===== src/srp_pkg.sv =====
// Constants shared by the serial register port design.
`default_nettype none
package srp_pkg;
  // Serial frame layout: a read/write bit, then the address, then the data, all MSB first.
  localparam int FRAME_BITS = 13;
  localparam int DATA_BITS = 8;
  localparam int ADDR_BITS = 4;
  localparam int RW_POS = 12;
  localparam int ADDR_MSB = 11;
  localparam int ADDR_LSB = 8;
  localparam int DATA_MSB = 7;
  localparam int NUM_REGS = 16;
  localparam logic [3:0] FRAME_BITS_CNT = 4'hd;
  localparam logic RW_WRITE = 1'b0;

  // Software control 0 and its serial output enable bit.
  localparam logic [3:0] CTRL0_INDEX = 4'hc;
  localparam int CTRL0_SO_ENABLE_POS = 6;

  // Power-on contents of the sixteen configuration registers, index 0 in the low byte.
  localparam logic [127:0] REG_RESET = 128'h5aaa_004e_1000_0000_0000_0000_0000_0000;

  // APB map: register n sits at byte address 4*n; the status word follows.
  localparam int PADDR_BITS = 8;
  localparam int PDATA_BITS = 32;
  localparam logic [5:0] STATUS_INDEX = 6'h10;
  localparam logic [PADDR_BITS-1:0] STATUS_ADDR = 8'h40;

  // Status word fields.
  localparam int ST_ACTIVE_POS = 0;
  localparam int ST_ADDR_LSB = 1;
  localparam int ST_RW_POS = 5;
  localparam int ST_COUNT_LSB = 8;

  // Link pin synchroniser depth.
  localparam int SYNC_STAGES = 2;
endpackage
`default_nettype wire


===== src/srp_serial_register_port.sv =====
// Serial register port: four-wire configuration link plus APB access to the same registers.
//
// Notes on behaviour
// A frame starts when select falls; bits are accepted only while select is low.
// Serial input is sampled on each rising serial clock edge during the frame.
// At select rise only the last 13 bits shifted in are kept.
// The kept word is one read/write bit, four address bits, eight data bits.
// The host sends the read/write bit as zero for a write.
// A write frame loads the data into the addressed register at select rise.
// The host requests a read with the read/write bit set and an address.
// A read frame ignores its data bits and leaves the register unchanged.
// At the next select fall the previously addressed register starts shifting out.
// Returned data goes out most significant bit first.
// The previous address is returned whether that frame was read or write.
// The serial output drives only while control 0 bit 6 is set.
// Word order is read/write bit, address MSB first, data MSB first.
// The output bit changes after falling serial clock edges.
//
// Design decisions made here: the APB interface to the registers and the placing of the registers.
`timescale 1ns/1ns
`default_nettype none
module srp_serial_register_port
(
  input wire logic mclk,
  input wire logic rst,
  // Serial link pins.
  input wire logic ce_n,
  input wire logic sclk,
  input wire logic si_data,
  output logic so_data,
  output logic so_oe,
  // Register contents seen by the rest of the device, register n in bits 8n+7..8n.
  output logic [127:0] cfg_regs,
  // APB slave.
  input wire logic psel,
  input wire logic penable,
  input wire logic pwrite,
  input wire logic [srp_pkg::PADDR_BITS-1:0] paddr,
  input wire logic [srp_pkg::PDATA_BITS-1:0] pwdata,
  output logic [srp_pkg::PDATA_BITS-1:0] prdata,
  output logic pready,
  output logic pslverr
);

  // Link pins are asynchronous to mclk, so each passes two flops before any use.
  logic [srp_pkg::SYNC_STAGES-1:0] ce_sync;
  logic [srp_pkg::SYNC_STAGES-1:0] sclk_sync;
  logic [srp_pkg::SYNC_STAGES-1:0] si_sync;
  logic ce_q;
  logic sclk_q;

  always_ff @(posedge mclk or posedge rst)
  begin
    if (rst)
    begin
      ce_sync <= '1;
      sclk_sync <= '0;
      si_sync <= '0;
      ce_q <= 1'b1;
      sclk_q <= 1'b0;
    end
    else
    begin
      ce_sync <= {ce_sync[0], ce_n};
      sclk_sync <= {sclk_sync[0], sclk};
      si_sync <= {si_sync[0], si_data};
      ce_q <= ce_sync[1];
      sclk_q <= sclk_sync[1];
    end
  end

  logic ce_low;
  logic frame_start;
  logic frame_end;
  logic sclk_rise;
  logic sclk_fall;

  assign ce_low = ~ce_sync[1];
  assign frame_start = ce_q & ~ce_sync[1];
  assign frame_end = ~ce_q & ce_sync[1];
  // Input and output shifting only happen inside a frame.
  assign sclk_rise = ~sclk_q & sclk_sync[1] & ce_low;
  assign sclk_fall = sclk_q & ~sclk_sync[1] & ce_low;

  // Input shifter holds only the newest 13 bits; older bits fall off the top.
  logic [srp_pkg::FRAME_BITS-1:0] in_shift;
  logic [3:0] bit_count;

  always_ff @(posedge mclk or posedge rst)
  begin
    if (rst)
    begin
      in_shift <= '0;
      bit_count <= '0;
    end
    else if (frame_start)
    begin
      in_shift <= '0;
      bit_count <= '0;
    end
    else if (sclk_rise)
    begin
      in_shift <= {in_shift[srp_pkg::FRAME_BITS-2:0], si_sync[1]};
      // Saturating at 13 keeps a long frame complete without a wider counter.
      if (bit_count != srp_pkg::FRAME_BITS_CNT)
      begin
        bit_count <= bit_count + 4'h1;
      end
    end
  end

  // Decoding of the kept word.
  logic word_rw;
  logic [srp_pkg::ADDR_BITS-1:0] word_addr;
  logic [srp_pkg::DATA_BITS-1:0] word_data;
  logic frame_valid;
  logic serial_write;

  assign word_rw = in_shift[srp_pkg::RW_POS];
  assign word_addr = in_shift[srp_pkg::ADDR_MSB:srp_pkg::ADDR_LSB];
  assign word_data = in_shift[srp_pkg::DATA_MSB:0];
  // A frame shorter than 13 bits carries no complete word and is dropped.
  assign frame_valid = frame_end & (bit_count == srp_pkg::FRAME_BITS_CNT);
  assign serial_write = frame_valid & (word_rw == srp_pkg::RW_WRITE);

  // Address of the last complete frame, read or write, selects the next readback.
  logic [srp_pkg::ADDR_BITS-1:0] prev_addr;
  logic prev_rw;
  // The frame counter wraps; software only uses it to see that frames arrive.
  logic [7:0] frame_count;

  always_ff @(posedge mclk or posedge rst)
  begin
    if (rst)
    begin
      prev_addr <= '0;
      prev_rw <= 1'b0;
      frame_count <= '0;
    end
    else if (frame_valid)
    begin
      prev_addr <= word_addr;
      prev_rw <= word_rw;
      frame_count <= frame_count + 8'h01;
    end
  end

  // APB decode. One wait state: pready rises in the second access cycle.
  logic apb_access;
  logic apb_done;
  logic [5:0] apb_index;
  logic apb_reg_hit;
  logic apb_status_hit;
  logic apb_write;

  assign apb_access = psel & penable;
  assign apb_done = apb_access & pready;
  assign apb_index = paddr[7:2];
  assign apb_reg_hit = (paddr[1:0] == 2'b00) && (apb_index < 6'(srp_pkg::NUM_REGS));
  assign apb_status_hit = (paddr == srp_pkg::STATUS_ADDR);
  assign apb_write = apb_done & pwrite & apb_reg_hit;

  // Register file. A serial write to the same register in the same cycle beats APB.
  genvar gi;
  generate
    for (gi = 0; gi < srp_pkg::NUM_REGS; gi++)
    begin : g_reg
      always_ff @(posedge mclk or posedge rst)
      begin
        if (rst)
        begin
          cfg_regs[gi*8 +: 8] <= srp_pkg::REG_RESET[gi*8 +: 8];
        end
        else if (serial_write && (word_addr == 4'(gi)))
        begin
          cfg_regs[gi*8 +: 8] <= word_data;
        end
        else if (apb_write && (apb_index[3:0] == 4'(gi)))
        begin
          cfg_regs[gi*8 +: 8] <= pwdata[7:0];
        end
      end
    end
  endgenerate

  // Readback shifter. The register is captured at select fall, so a write in the
  // same cycle is not a hazard: the commit happens at select rise, a frame earlier.
  logic [srp_pkg::DATA_BITS-1:0] out_shift;
  logic [srp_pkg::DATA_BITS-1:0] out_word;
  logic so_enable;

  assign out_word = cfg_regs[prev_addr*8 +: 8];
  assign so_enable = cfg_regs[srp_pkg::CTRL0_INDEX*8 + srp_pkg::CTRL0_SO_ENABLE_POS];

  always_ff @(posedge mclk or posedge rst)
  begin
    if (rst)
    begin
      out_shift <= '0;
      so_data <= 1'b0;
    end
    else if (frame_start)
    begin
      so_data <= out_word[srp_pkg::DATA_MSB];
      out_shift <= {out_word[srp_pkg::DATA_MSB-1:0], 1'b0};
    end
    else if (sclk_fall)
    begin
      // After the eighth bit the line carries zeros until the frame ends.
      so_data <= out_shift[srp_pkg::DATA_MSB];
      out_shift <= {out_shift[srp_pkg::DATA_MSB-1:0], 1'b0};
    end
  end

  always_ff @(posedge mclk or posedge rst)
  begin
    if (rst)
    begin
      so_oe <= 1'b0;
    end
    else
    begin
      so_oe <= ce_low & ~frame_end & so_enable;
    end
  end

  // APB answer path.
  logic [srp_pkg::PDATA_BITS-1:0] status_word;

  always_comb
  begin
    status_word = '0;
    status_word[srp_pkg::ST_ACTIVE_POS] = ce_low;
    status_word[srp_pkg::ST_ADDR_LSB +: srp_pkg::ADDR_BITS] = prev_addr;
    status_word[srp_pkg::ST_RW_POS] = prev_rw;
    status_word[srp_pkg::ST_COUNT_LSB +: 8] = frame_count;
  end

  // The answer is chosen apart from the handshake so that each flop keeps one concern.
  logic apb_take;
  logic next_pslverr;
  logic [srp_pkg::PDATA_BITS-1:0] next_prdata;

  assign apb_take = apb_access & ~pready;
  // The status word is read-only; writing it is an error like an unmapped address.
  assign next_pslverr = !(apb_reg_hit || (apb_status_hit && !pwrite));

  always_comb
  begin
    next_prdata = '0;
    if (!pwrite && apb_reg_hit)
    begin
      next_prdata = {24'h000000, cfg_regs[apb_index[3:0]*8 +: 8]};
    end
    else if (!pwrite && apb_status_hit)
    begin
      next_prdata = status_word;
    end
  end

  // One wait state: pready answers the second access cycle and drops in the next.
  always_ff @(posedge mclk or posedge rst)
  begin
    if (rst)
    begin
      pready <= 1'b0;
    end
    else
    begin
      pready <= apb_take;
    end
  end

  always_ff @(posedge mclk or posedge rst)
  begin
    if (rst)
    begin
      pslverr <= 1'b0;
    end
    else if (apb_take)
    begin
      pslverr <= next_pslverr;
    end
    else
    begin
      pslverr <= 1'b0;
    end
  end

  // Read data is held after the answer; masters only take it while pready is high.
  always_ff @(posedge mclk or posedge rst)
  begin
    if (rst)
    begin
      prdata <= '0;
    end
    else if (apb_take)
    begin
      prdata <= next_prdata;
    end
  end

endmodule // srp_serial_register_port
`default_nettype wire


===== config.mk =====
export PLATFORM = sky130hd
export DESIGN_NAME = srp_serial_register_port
export DESIGN_NICKNAME = d
export VERILOG_FILES = /design/src/srp_pkg.sv /design/src/srp_serial_register_port.sv
export SDC_FILE = /design/constraint.sdc
export NUM_CORES = 1
export LEC_CHECK = 0
export BUFFER_PORTS_ARGS = -buffer_cell sky130_fd_sc_hd__clkbuf_2
export CAP_MARGIN = 20
export CORE_ASPECT_RATIO = 2
export CORE_MARGIN = 5
export CORE_UTILIZATION = 50
export CTS_BUF_LIST = sky130_fd_sc_hd__clkbuf_8
export DETAILED_ROUTE_END_ITERATION = 16
export PLACE_DENSITY = 0.86
export SLEW_MARGIN = 40
export SYNTH_ARGS = -nofsm -noshare
export SYNTH_HDL_FRONTEND = slang
export SYNTH_SLANG_ARGS = --single-unit

===== constraint.sdc =====
create_clock -name mclk -period 6.6 [get_ports mclk]
set_input_delay 1.32 -clock mclk [delete_from_list [all_inputs] [get_ports mclk]]
set_output_delay 1.32 -clock mclk [all_outputs]
set_load 0.05 [all_outputs]

=== After elaboration in Yosys (flattened, before gate mapping) ===
Index checks and enable logic that the tools add are counted.

* Register bits after elaboration: 210
* Input port bits: 48
* Word-level logic and storage cells: 197

* Magnitude comparators: 1
* Mux-type cells: 44
* Bitwise gates (word level): 22
* Reductions and logical operators: 61
* Eq/ne operators: 33
* Shifts and indexed selects: 2
* Add/subtract/negate cells: 2

{| class="wikitable"
|+ Operators by type and width
! cell !! count
|-
| 8-bit two-way mux || 34
|-
| 128-bit by 8-bit indexed part select with 8-bit output || 2
|-
| 4-bit == test (second input constant) || 17
|-
| 2-bit nonzero test || 19
|-
| 1-bit logical AND || 35
|-
| 4-bit by 3-bit == test with 1-bit output (second input constant) || 8
|-
| 16-bit two-way mux || 2
|-
| 13-bit two-way mux || 2
|-
| 4-bit by 2-bit == test with 1-bit output (second input constant) || 4
|-
| 1-bit AND || 15
|-
| 4-bit two-way mux || 3
|-
| 8-bit by 1-bit adder with 8-bit output (second input constant) || 1
|-
| 4-bit by 1-bit == test with 1-bit output (second input constant) || 2
|-
| 8-bit by 7-bit == test with 1-bit output (second input constant) || 1
|-
| 4-bit logical NOT || 2
|-
| 1-bit NOT || 7
|-
| 6-bit by 5-bit less-than comparator with 1-bit output (second input constant) || 1
|-
| 4-bit by 1-bit adder with 4-bit output (second input constant) || 1
|-
| 4-bit != test (second input constant) || 1
|-
| 1-bit two-way mux || 3
|-
| 1-bit logical NOT || 2
|-
| 2-bit logical NOT || 1
|-
| 2-bit AND reduction || 1
|-
| 1-bit logical OR || 1
|}

=== Depth between registers and ports, before layout ===
* Depth after elaboration: 7
* Mapped depth: 8
* Depth with buffers taken out: 6

=== Worst setup path before layout ===
Ideal clock, no wire load.

* Kind: input to register
* Start: input port paddr[1] in the netlist's numbering
* End: register cfg_regs[26]
* Arrival time: 3017 ps
* Buffers on the path: 2
* Stages on the path: 6
* Required time: 6462 ps
* Path slack: 3445 ps
* Cells stage by stage: or4_4 > buf_6 > buf_12 > nor4_4 > mux2i_1 > a21oi_2

* Word-level cells in the longest chain between the ends: 5

{| class="wikitable"
|+ RTL lines
! item !! line !! source
|-
| start: declaration || srp_serial_register_port.sv:38 || <nowiki>input wire logic [srp_pkg::PADDR_BITS-1:0] paddr,</nowiki>
|-
| 2-bit logical NOT || srp_serial_register_port.sv:159 || <nowiki>assign apb_reg_hit = (paddr[1:0] == 2'b00) && (apb_index < 6'(srp_pkg::NUM_REGS));</nowiki>
|-
| 1-bit logical AND || srp_serial_register_port.sv:159 ||
|-
| 1-bit AND || srp_serial_register_port.sv:161 || <nowiki>assign apb_write = apb_done & pwrite & apb_reg_hit;</nowiki>
|-
| 1-bit logical AND || srp_serial_register_port.sv:178 || <nowiki>else if (apb_write && (apb_index[3:0] == 4'(gi)))</nowiki>
|-
| 2-bit nonzero test (no line) || n/a ||
|-
| end signal: indexed assignment || srp_serial_register_port.sv:172 || <nowiki>cfg_regs[gi*8 +: 8] <= srp_pkg::REG_RESET[gi*8 +: 8];</nowiki>
|-
| end signal: indexed assignment || srp_serial_register_port.sv:176 || <nowiki>cfg_regs[gi*8 +: 8] <= word_data;</nowiki>
|-
| end signal: indexed assignment || srp_serial_register_port.sv:180 || <nowiki>cfg_regs[gi*8 +: 8] <= pwdata[7:0];</nowiki>
|-
| end: declaration || srp_serial_register_port.sv:33 || <nowiki>output logic [127:0] cfg_regs,</nowiki>
|}

Every way passes these cells.
A chain may end at the register's enable or synchronous reset.

=== Final worst setup path ===
* Start: input port paddr[1] in the netlist's numbering
* End: register cfg_regs[71]

The elaborated chain is that of the path after synthesis.

==> impl_metrics.toml <==
[synth]
ys_ff_latch = 193
async_flop_share_pct = 100
synthTopCellsByArea = "dfrtp_1 (39%), mux2i_1 (14%), mux4_2 (7.3%), a21oi_1 (5.2%), nor2_1 (5.1%)"
synth_top_area_share_pct = 38.7
yosysTopAreaCell = "dfrtp_1"
synth_area_per_cell_um2 = 10.1
ys_warn_count = 0
netlist_area_um2 = 11500
synth_cell_type_count = 61
yosysSeqAreaShare_pct = 42.3
synth_ff_type = "dfrtp_1"
synth_cells = 1130
synth_edf_count = 0

[pwr]
pwr-share-clk_pct = 35.4
pwr-share-seq_pct = 55.2
power_density_nw_per_um2 = 174
ir_worst_vdd_mv = 0.120
p_int_mw = 1.56
switchingPower_mw = 0.661
power_frac_comb_pct = 9.4
leakage_nw = 5.11
p_sw_share_pct = 29.8

[timing]
setup_tns_ns = 0
min_period_ns = 3.15
finalMaxSlewViolations = 0
hold_slack_ns = 0.357
rsz0062_at_grt = "no"
setup_viol = 0
fin_crit_sh_pct = 47.7
fin_skew_ns = 0.0191
max_slew_margin_pct = 36.5
hold_viol_final = 0
tightest_slew_ns = 0.952
max_freq_ghz = 0.318

[global_routing]
overflow = 0
grt_max_degree = 131
grt_pass1_wl_um = 63700
grt_pass1_vias = 10400
grt_usage_pct = 32.6
antenna_found_initial = 0

[setup_path]
cp-end-kind = "flip-flop"
path_common_cell = "a21oi_1"
crit_arrival_ns = 3.51
worstPathMaxFanout = 35
required_ns = 6.97
cp_top_family = "simple AND/OR/NAND/NOR gates"
slowest_delay_ns = 0.88
critical_path_buf_inv_count = 1
cpMaxStageDelayCell = "or4_1"
startpoint_type = "input port"
path_class = "input port to flip-flop"
worstPathCellList = "clkbuf_2 > or4_4 > or4_1 > a21oi_1 > a21oi_1"

[floorplanning]
dieArea_um2 = 26200
fp.dieH_um = 224
chipWidth_um = 117
io_pins = 212
initial_core_util_pct = 50.6
core_um2 = 22600
fp-row-count = 78

[place]
placed_cell_area_um2 = 12300
dp.cells = 1504
dp_hpwl_um = 30300
io_buffers = 171
place.gp.congestion = 1.00

[route]
drtIter0Drc = 1306
drt_wl_total_um = 42300
first_pass_iters = 7
ant_nets = 0
num_vias = 10600
avgRoutedWirePerCell_um = 27.5
avgViaCountPerCell = 6.86
drc = 0

[finish]
postLayoutCellArea_um2 = 12800
drive_above_1_share_pct = 25.4
multiInputGateArea_um2 = 6160
fin_util_pct = 56.4
ff_latch_area_um2 = 4850
nets = 1299
area_growth_pct = 11.6
fillers = 1994
stdcell_count = 1541
diodes = 0

[cts]
cts_setup_buffers = 0
path_clk_slew_ns = 0.09
root_buffer = "clkbuf_8"
cts_sinks = 193
clk_path_buf_depth = 2
cts_buffers = 17
clk_latency_ns = 0.51
cts_tree = "done"
htree_num_levels = 4
cts_hold_repair.buffers = 0
cts_resized = 0

[status]
status = "finished, final reports clean"

[worst_hold_path]
hp-class = "flip-flop to flip-flop"

[flow_run]
cap_violations = 0
## cell type report
cell class | instances | area share, %
flip-flops and latches | 193 | 38.0
inverters | 10 | 0.392
clock inverters | 15 | 1.16
well taps | 280 | 2.74
repair buffers | 187 | 7.69
clock buffers | 17 | 1.83
multi-input cells | 839 | 48.2
## stage by stage
stage | setup WS (ns) | power, mW
CTS | 3.14 | 2.22
global route | 3.39 | 2.28
global placement | 2.66 | 1.44
detailed placement | 2.60 | 1.45
finish | 3.45 | 2.22
floorplan | 0.0509 | 1.39
## final timing paths
path                                          start                   endpoint  slack, ns  cells past startpoint
max                                        paddr[1]   cfg_regs[71]$_DFFE_PP0P_       3.45                      5
max in group asynchronous                       rst    in_shift[5]$_DFFE_PP0P_       4.51                      3
min in group asynchronous                       rst   cfg_regs[22]$_DFFE_PP0P_       0.88                      2
max reg2reg                bit_count[1]$_DFFE_PP0P_  cfg_regs[103]$_DFFE_PP0P_       3.70                      6
min                            si_sync[0]$_DFF_PP0_       si_sync[1]$_DFF_PP0_       0.36                      0
min reg2reg                    si_sync[0]$_DFF_PP0_       si_sync[1]$_DFF_PP0_       0.36                      0
## kinds of logic after synthesis
kind of cell    Yosys count  synth area share, %
mux                     214                 22.9
buf+inv                 113                 4.59
fa+ha+maj                 3                0.328
other cells               1               0.0327
simple gates            371                 16.9
compound gates          225                 12.1
flops                   193                 42.3
xor+xnor                 10                0.765
## cell usage after synthesis (all sizes together), types with 12 or more instances
cell    number
dfrtp      177
mux2i      162
nor2       156
a21oi      125
nand2       82
clkbuf      54
buf         49
mux4        37
nor4        35
nand3       33
a31oi       28
dfstp       16
a221oi      15
mux2        15
a22oi       12
nand4       12
## metal layers
layer	share of wire [%]	global-route usage [%]	up-vias	wire, um
met5	0	0	-	0
met4	9.8	26.1	0	4170
met3	9.8	6.08	229	4170
met2	47	50.8	832	20000
met1	33	38.5	5146	14000
li1	-	-	4368	-
## power by group through the flow
| stage | sequential (mW) | clock (mW) | combinational, mW |
|---|---|---|---|
| finish | 1.22 | 0.784 | 0.208 |
| global route | 1.23 | 0.830 | 0.220 |
| CTS | 1.22 | 0.790 | 0.203 |
| detailed placement | 1.25 | 0 | 0.203 |
| global placement | 1.24 | 0 | 0.197 |
| floorplan | 1.26 | 0 | 0.136 |
## registers in the layout (all words and copies together) (netlist names), 2 cells and up
register,cells
prev_addr,4
prdata,16
frame_count,8
ce_sync,2
sclk_sync,2
out_shift,7
cfg_regs,128
bit_count,4
si_sync,2
in_shift,13
## layout by cell type, fill, tap and decap left out, types with 14 or more instances in the layout
master and count:
a31oi_1 28, nor4_1 19, dfstp_2 16, nor4_4 14
buf_4 16, mux4_2 37, dfrtp_1 175, mux2i_1 162
conb_1 16, clkbuf_8 17, nand2_1 82, a221oi_1 15
nand3_1 33, a21oi_1 120, clkbuf_2 170, nor2_1 155
mux2_2 15
Power figures use the tool's default switching activity.
